==> src/adcss_consts.vh <==
// constants for the adc serial port, align/clear pin and ready pulse logic
// Function
// a low level on the align/clear pin lasting 2048 master clock periods or more causes a full reset.
// a low pulse of 1 to 2047 master clock periods is a synchronisation request, not a reset.
// the host keeps the align/clear pin stable ahead of each master clock rising edge, where it is sampled.
// conversion_ready is high for 4 and then low for 4 master clock periods in each pulse; the code keeps it low for the rest of CONV_PERIOD (2044).
// the first conversion_ready rising edge comes about 250 us after power comes up.
// register defaults are loaded within 5 us after reset.
// the serial port uses idle-low clock and phase one: data changes on one edge and is sampled on the other.
// the host changes chip select only while the serial clock is low.
// serial input bits are captured on falling edges of the serial clock.
// serial output moves to the next bit after each rising serial clock edge while chip select is low.
// serial output is driven after chip select falls and released after it rises.
// a partial frame with no completed activity for 32768 master clock periods is dropped.
// the align/clear pin aligns conversions across devices and to external events.
`ifndef ADCSS_CONSTS_VH
`define ADCSS_CONSTS_VH

// ----------------------------------------
// timing
// ----------------------------------------
`define ADCSS_MCLK_MHZ      200
`define ADCSS_POR_US        250
`define ADCSS_POR_CYC       (`ADCSS_POR_US * `ADCSS_MCLK_MHZ)
`define ADCSS_REGACQ_US     5
`define ADCSS_REGACQ_CYC    (`ADCSS_REGACQ_US * `ADCSS_MCLK_MHZ)
`define ADCSS_RESET_MASTER_CLOCK_IN   2048
`define ADCSS_TIMEOUT_MASTER_CLOCK_IN 32768
`define ADCSS_READY_HALF    4
`define ADCSS_CONV_PERIOD   2048

// ----------------------------------------
// frame
// ----------------------------------------
`define ADCSS_WORD_BITS     24
`define ADCSS_RESET_WORD    24'h00_0000

`endif

==> src/adcss_sync.v <==
// two-stage synchroniser for pin inputs
`timescale 1ns/100ps
`default_nettype none
module adcss_sync #(
    parameter WIDTH = 1
) (
    input  wire             mclk,
    input  wire             rstn,
    input  wire [WIDTH-1:0] pin,
    output reg  [WIDTH-1:0] synced
);
    reg [WIDTH-1:0] stage1;

    // first stage feeds only the second; all logic reads the second
    always @(posedge mclk or negedge rstn) begin
        if (!rstn) begin
            stage1 <= {WIDTH{1'b0}};
            synced <= {WIDTH{1'b0}};
        end else begin
            stage1 <= pin;
            synced <= stage1;
        end
    end
endmodule
`default_nettype wire

==> src/adcss_top.v <==
// serial port, align/clear decoding and conversion ready generation
`timescale 1ns/100ps
`default_nettype none
`include "adcss_consts.vh"
module adcss_top #(
    parameter WORD_BITS   = `ADCSS_WORD_BITS,
    parameter POR_CYC     = `ADCSS_POR_CYC,
    parameter TIMEOUT_CLK = `ADCSS_TIMEOUT_MASTER_CLOCK_IN,
    parameter CONV_PERIOD = `ADCSS_CONV_PERIOD
) (
    input  wire                 mclk,
    input  wire                 rstn,
    input  wire                 master_clock_in,
    input  wire                 align_or_clear_n,
    input  wire                 sclk,
    input  wire                 cs_n,
    input  wire                 serial_in,
    input  wire [WORD_BITS-1:0] tx_word,
    output reg                  serial_out,
    output reg                  serial_out_oe,
    output reg  [WORD_BITS-1:0] rx_word,
    output reg                  rx_valid,
    output reg                  conversion_ready,
    output reg                  sync_pulse,
    output reg                  reset_pulse,
    output reg                  regs_loaded
);
    // ----------------------------------------
    // compare points, cut to their counter widths on purpose
    // ----------------------------------------
    localparam integer LOW_LAST_I  = `ADCSS_RESET_MASTER_CLOCK_IN - 1;
    localparam integer LOW_LIM_I   = `ADCSS_RESET_MASTER_CLOCK_IN;
    localparam integer ACQ_LAST_I  = `ADCSS_REGACQ_CYC - 1;
    localparam integer POR_LAST_I  = POR_CYC - 1;
    localparam integer HALF_I      = `ADCSS_READY_HALF;
    localparam integer CONV_LAST_I = CONV_PERIOD - 1;
    localparam integer BIT_LAST_I  = WORD_BITS - 1;
    localparam integer IDLE_LAST_I = TIMEOUT_CLK - 1;
    // counters are sized for the documented counts; a larger parameter
    // would wrap here rather than widen them
    localparam [11:0]  LOW_LAST    = LOW_LAST_I[11:0];
    localparam [11:0]  LOW_LIM     = LOW_LIM_I[11:0];
    localparam [15:0]  ACQ_LAST    = ACQ_LAST_I[15:0];
    localparam [15:0]  POR_LAST    = POR_LAST_I[15:0];
    localparam [15:0]  HALF        = HALF_I[15:0];
    localparam [15:0]  CONV_LAST   = CONV_LAST_I[15:0];
    localparam [5:0]   BIT_LAST    = BIT_LAST_I[5:0];
    localparam [16:0]  IDLE_LAST   = IDLE_LAST_I[16:0];

    // ----------------------------------------
    // pin synchronisers and edge detection
    // ----------------------------------------
    wire [4:0] pins_s;
    reg  [2:0] prev;

    adcss_sync #(
        .WIDTH (5)
    ) u_sync (
        .mclk   (mclk),
        .rstn   (rstn),
        // active-low pins enter inverted so the synchroniser's reset value is their idle level
        .pin    ({master_clock_in, ~align_or_clear_n, sclk, ~cs_n, serial_in}),
        .synced (pins_s)
    );

    wire master_clock_in_s  = pins_s[4];
    wire align_low_s = pins_s[3];
    wire sclk_s   = pins_s[2];
    wire sel_s    = pins_s[1];
    wire sdi_s    = pins_s[0];
    wire master_clock_in_up = master_clock_in_s & ~prev[2];
    wire sclk_up  = sclk_s & ~prev[1] & sel_s;
    wire sclk_dn  = ~sclk_s & prev[1] & sel_s;
    wire sel_fall = sel_s & ~prev[0];
    wire sel_rise = ~sel_s & prev[0];

    always @(posedge mclk or negedge rstn) begin
        if (!rstn) begin
            prev <= 3'h0;
        end else begin
            prev <= {master_clock_in_s, sclk_s, sel_s};
        end
    end

    // ----------------------------------------
    // align/clear pulse width
    // ----------------------------------------
    // pin is only looked at on master clock rising edges, so the host must
    // hold it steady ahead of them
    reg  [11:0] low_cnt;
    wire        soft_rst = reset_pulse;

    always @(posedge mclk or negedge rstn) begin
        if (!rstn) begin
            low_cnt     <= 12'h000;
            sync_pulse  <= 1'b0;
            reset_pulse <= 1'b0;
        end else begin
            sync_pulse  <= 1'b0;
            reset_pulse <= 1'b0;
            if (master_clock_in_up) begin
                if (align_low_s) begin
                    // saturate so a long hold fires the reset only once
                    if (low_cnt != 12'hFFF)
                        low_cnt <= low_cnt + 12'h001;
                    if (low_cnt == LOW_LAST)
                        reset_pulse <= 1'b1;
                end else begin
                    low_cnt <= 12'h000;
                    if (low_cnt != 12'h000 && low_cnt < LOW_LIM)
                        sync_pulse <= 1'b1;
                end
            end
        end
    end

    // ----------------------------------------
    // register default load and power-up wait
    // ----------------------------------------
    reg [15:0] acq_cnt;
    reg [15:0] por_cnt;
    reg        running;

    always @(posedge mclk or negedge rstn) begin
        if (!rstn) begin
            acq_cnt     <= 16'h0000;
            por_cnt     <= 16'h0000;
            regs_loaded <= 1'b0;
            running     <= 1'b0;
        end else if (soft_rst) begin
            acq_cnt     <= 16'h0000;
            por_cnt     <= 16'h0000;
            regs_loaded <= 1'b0;
            running     <= 1'b0;
        end else begin
            if (!regs_loaded) begin
                acq_cnt <= acq_cnt + 16'h0001;
                if (acq_cnt == ACQ_LAST)
                    regs_loaded <= 1'b1;
            end
            if (!running) begin
                por_cnt <= por_cnt + 16'h0001;
                if (por_cnt == POR_LAST)
                    running <= 1'b1;
            end
        end
    end

    // ----------------------------------------
    // conversion ready pulse
    // ----------------------------------------
    reg [15:0] conv_cnt;

    always @(posedge mclk or negedge rstn) begin
        if (!rstn) begin
            conv_cnt         <= 16'h0000;
            conversion_ready <= 1'b0;
        end else if (soft_rst || !running) begin
            conv_cnt         <= 16'h0000;
            conversion_ready <= 1'b0;
        end else if (sync_pulse) begin
            // restart the period so that conversions line up with the pin
            conv_cnt         <= 16'h0000;
            conversion_ready <= 1'b0;
        end else if (master_clock_in_up) begin
            conversion_ready <= (conv_cnt < HALF);
            if (conv_cnt == CONV_LAST)
                conv_cnt <= 16'h0000;
            else
                conv_cnt <= conv_cnt + 16'h0001;
        end
    end

    // ----------------------------------------
    // serial port, idle-low clock, phase one
    // ----------------------------------------
    // relies on the host moving chip select only with sclk low
    reg [WORD_BITS-1:0] tx_shift;
    reg [WORD_BITS-1:0] rx_shift;
    reg [5:0]           bit_cnt;
    reg [16:0]          idle_cnt;

    always @(posedge mclk or negedge rstn) begin
        if (!rstn) begin
            tx_shift      <= {WORD_BITS{1'b0}};
            rx_shift      <= {WORD_BITS{1'b0}};
            rx_word       <= `ADCSS_RESET_WORD;
            rx_valid      <= 1'b0;
            bit_cnt       <= 6'h00;
            idle_cnt      <= 17'h0_0000;
            serial_out    <= 1'b0;
            serial_out_oe <= 1'b0;
        end else begin
            rx_valid <= 1'b0;
            if (soft_rst || sel_rise) begin
                serial_out_oe <= 1'b0;
                bit_cnt       <= 6'h00;
                idle_cnt      <= 17'h0_0000;
            end else if (sel_fall) begin
                serial_out_oe <= 1'b1;
                tx_shift      <= tx_word;
                bit_cnt       <= 6'h00;
                idle_cnt      <= 17'h0_0000;
            end else if (sel_s) begin
                if (sclk_up) begin
                    // output changes on the rising edge
                    serial_out <= tx_shift[WORD_BITS-1];
                    tx_shift   <= {tx_shift[WORD_BITS-2:0], 1'b0};
                end
                if (sclk_dn) begin
                    // input is taken on the falling edge
                    rx_shift <= {rx_shift[WORD_BITS-2:0], sdi_s};
                    if (bit_cnt == BIT_LAST) begin
                        rx_word  <= {rx_shift[WORD_BITS-2:0], sdi_s};
                        rx_valid <= 1'b1;
                        bit_cnt  <= 6'h00;
                        tx_shift <= tx_word;
                        idle_cnt <= 17'h0_0000;
                    end else begin
                        bit_cnt <= bit_cnt + 6'h01;
                    end
                end else if (master_clock_in_up) begin
                    // a stalled frame is dropped; the next word starts clean
                    if (idle_cnt == IDLE_LAST) begin
                        idle_cnt <= 17'h0_0000;
                        bit_cnt  <= 6'h00;
                        tx_shift <= tx_word;
                    end else begin
                        idle_cnt <= idle_cnt + 17'h0_0001;
                    end
                end
            end
        end
    end
endmodule
`default_nettype wire

==> config.mk <==
export PLATFORM = sky130hd
export DESIGN_NAME = adcss_top
export DESIGN_NICKNAME = d
export VERILOG_FILES = /design/src/adcss_sync.v /design/src/adcss_top.v
export VERILOG_INCLUDE_DIRS = /design/src
export SDC_FILE = /design/constraint.sdc
export NUM_CORES = 1
export LEC_CHECK = 0
export BUFFER_PORTS_ARGS = -buffer_cell sky130_fd_sc_hd__buf_2
export CORE_MARGIN = 2
export CORE_UTILIZATION = 24
export CTS_CLUSTER_SIZE = 30
export DETAILED_ROUTE_END_ITERATION = 12
export HOLD_SLACK_MARGIN = 0.02
export PLACE_DENSITY = 0.47
export SETUP_SLACK_MARGIN = 0.3
export SLEW_MARGIN = 20
export SYNTH_ARGS = -nofsm -noshare
export SYNTH_HDL_FRONTEND = slang
export SYNTH_SLANG_ARGS = --single-unit
==> constraint.sdc <==
create_clock -name mclk -period 3.2 [get_ports mclk]
set_input_delay 0.16 -clock mclk [delete_from_list [all_inputs] [get_ports mclk]]
set_output_delay 0.16 -clock mclk [all_outputs]
set_load 0.01 [all_outputs]
==> flow_metrics.env <==
export IMPL_yosysTopAreaCellShare=0.540
export IMPL_track_usage=0.102
export IMPL_async_flop_share=1.00
export IMPL_min_period_over_period=0.776
export IMPL_dpl_instance_area_um2=8960
export IMPL_grt_first_pass_wirelength_mm=29.5
export IMPL_cts_sinks=175
export IMPL_htreeDepth=4
export IMPL_layout_nets=846
export IMPL_cts_root_buf="clkbuf_16"
export IMPL_antenna_found_initial=0
export IMPL_synth_area_leaders="dfrtp_1 54%, mux2_2 6.7%, nor2_1 3.3%, o221a_2 3.2%, or3_1 2.6%"
export IMPL_wl_met2_mm=7.93
export IMPL_leakage_nw=4.14
export IMPL_rsz0062_at_grt="false"
export IMPL_synth_seq_cells=175
export IMPL_multi_input_area_um2=3500
export IMPL_clockBufferDepth=2
export IMPL_arrival_ps=2850
export IMPL_syn2layout_area_growth_pct=18.1
export IMPL_setup_viol=0
export IMPL_fmax_mhz=403
export IMPL_cp_startpoint="idle_cnt[0]"
export IMPL_rrSetupSlack_ps=720
export IMPL_gr_total_overflow=0
export IMPL_start_util=0.243
export IMPL_relSlewSlack=0.478
export IMPL_synthAdderAreaFrac=0.0108
export IMPL_synthSimpleGateAreaFrac=0.204
export IMPL_cts_buffers=17
export IMPL_startpoint_type="flop"
export IMPL_synth_compound_area_frac=0.0990
export IMPL_grt_pass1_vias=5666
export IMPL_antenna_left=0
export IMPL_finalPower_mw=4.60
export IMPL_stdcell_area_um2=9590
export IMPL_drtIter0Drc=286
export IMPL_finalCoreUtilization=0.287
export IMPL_hold_violations=0
export IMPL_hp_start="tx_word[19]"
export IMPL_synthDistinctLibCells=69
export IMPL_skew_ps=12.3
export IMPL_power_density_nw_per_um2=479
export IMPL_postCtsSetupBuffers=0
export IMPL_clkTransAtPathRegs_ps=70
export IMPL_cp_required_ps=3560
export IMPL_r2r_start="idle_cnt[0]"
export IMPL_worst_pin_slew_ps=783
export IMPL_mappedNetlistArea_um2=8120
export IMPL_dr_total_vias=5704
export IMPL_drt_pass1_iter_count=5
export IMPL_core_um2=33400
export IMPL_placed_cells=1230
export IMPL_synth_xor_area_frac=0.0453
export IMPL_row_count=67
export IMPL_status="complete, no violations"
export IMPL_whs_ps=79.4
export IMPL_insertion_delay_ps=430
export IMPL_fill_cells=3489
export IMPL_vias_per_cell=4.49
export IMPL_die_w_um=188
export IMPL_cts_tree="done"
export IMPL_highest_signal_layer="met4"
export IMPL_drt_wl_total_mm=17.2
export IMPL_diodes=0
export IMPL_worstSetupEndpointType="flop"
export IMPL_period_minus_slack_ps=2480
export IMPL_avgSynthCellArea_um2=11.0
export IMPL_max_vdd_ir_drop_mv=0.281
export IMPL_grt_max_degree=93
export IMPL_yosysMostFrequentCell="dfrtp_1"
export IMPL_slew_viol_final=0
export IMPL_synth_cells=738
export IMPL_io_buffer_count=61
export IMPL_drv_cap=0
export IMPL_fin_tns_setup_ps=0
export IMPL_worstHoldPathType="in -> reg"
export IMPL_wl_met3_um=353
export IMPL_seq_area_um2=4380
export IMPL_drc=0
export IMPL_gp_congestion=0.747
export IMPL_yosysSeqAreaShare=0.540
export IMPL_dieHeight_um=188
export IMPL_worst_slack_ps=717
export IMPL_wire_per_inst_um=13.5
export IMPL_synth_top_area_cell="dfrtp_1"
export IMPL_drive_above_1_share=0.246
export IMPL_crit_fanout=11
export IMPL_synth_common_cells="175 x dfrtp_1, 72 x nor2_1, 48 x mux2_2"
export IMPL_criticalPathCategory="reg -> reg"
export IMPL_wl_met1_mm=8.70
export IMPL_ios=62
export IMPL_synth_edf_count=0
export IMPL_hpwl_mm=11.3
export IMPL_ys_flop_type="dfrtp_1"
export IMPL_muxShareOfSynthArea=0.0703
export IMPL_synth_top_family_by_area="simple AND/OR/NAND/NOR gates"
export IMPL_yosysWarnings=0
export IMPL_stdcell_count=1269
export IMPL_place_ws_ps=425
export IMPL_synth_fp_nets=776
export IMPL_die_area_um2=35300
cell type report:
cell class / instances / area share
Sequential cell: 175 / 0.457
Multi-Input combinational cell: 508 / 0.365
Tap cell: 448 / 0.0585
Timing Repair Buffer: 82 / 0.0523
Clock buffer: 18 / 0.0458
Clock inverter: 14 / 0.0117
Inverter: 24 / 0.00939
cells in the final DEF (no fill, tap or decap), drive strengths merged, types with 3 or more instances in the layout:
master / count
a21o: 4
a21oi: 25
a22o: 3
and2: 4
and3: 10
buf: 74
clkbuf: 19
clkinv: 9
dfrtp: 175
dlygate4sd3: 7
ha: 7
inv: 27
mux2: 48
mux2i: 3
nand2: 44
nand2b: 7
nand3: 40
nand4: 19
nand4b: 3
nor2: 73
nor2b: 5
nor3: 19
nor4: 15
nor4b: 4
o21ai: 28
o221a: 23
o22ai: 5
o31ai: 4
o41ai: 3
or2: 3
or3: 34
or3b: 3
or4: 5
xnor2: 18
xor2: 24
power breakdown:
| group | switching, mW | internal [mW] | leakage [nW] |
|---|---|---|---|
| logic | 0.147 | 0.137 | 1.57 |
| registers | 0.0645 | 2.30 | 2.30 |
| clock network | 0.922 | 1.03 | 0.270 |
final timing paths:
kind	cells past startpoint	end
setup / recovery	8	idle_cnt[11]
hold / removal	3	tx_shift[19]
setup reg to reg	8	idle_cnt[11]
hold reg to reg	0	u_sync.synced[4]
max in group asynchronous	3	rx_shift[22]
min in group asynchronous	2	tx_shift[8]
worst max-delay path, cell delays in order (launching register included):
cell     delay (ps)
dfrtp_1         420
ha_1            270
nand4_1         200
nor4_4          100
buf_4           190
nor3_1          440
buf_4           260
or4b_1          440
nand3_1          90
state kept, by name, indices dropped and copies added (netlist names), 3 cells and up:
register and flops:
por_cnt 16, bit_cnt 6, conv_cnt 16, acq_cnt 16
rx_word 24, prev 3, low_cnt 12, u_sync.stage1 5
tx_shift 24, u_sync.synced 5, idle_cnt 17, rx_shift 23
kinds of logic (layout without fill, tap and decap cells):
logic type | after synthesis | count (layout)
adder cells (fa/ha/maj) | 7 | 7
buffers and inverters | 55 | 138
XOR/XNOR | 42 | 42
AO/OA/AOI/OAI | 107 | 107
AND/OR/NAND/NOR | 301 | 301
flip-flops | 175 | 175
multiplexers | 51 | 51
repair_timing:
action | in CTS | in global routing
endpoints found under the hold margin | 95 | 0
hold buffers | 7 | 0
gates resized for setup | 0 | 0
layer usage:
| layer | up-vias | track usage |
|---|---|---|
| met1 | 2835 | 0.142 |
| met3 | 12 | 0.0225 |
| met2 | 53 | 0.158 |
| met5 | - | 0 |
| met4 | 0 | 0.0315 |
| li1 | 2804 | - |
Note: power is estimated with default switching activity, not from simulation.
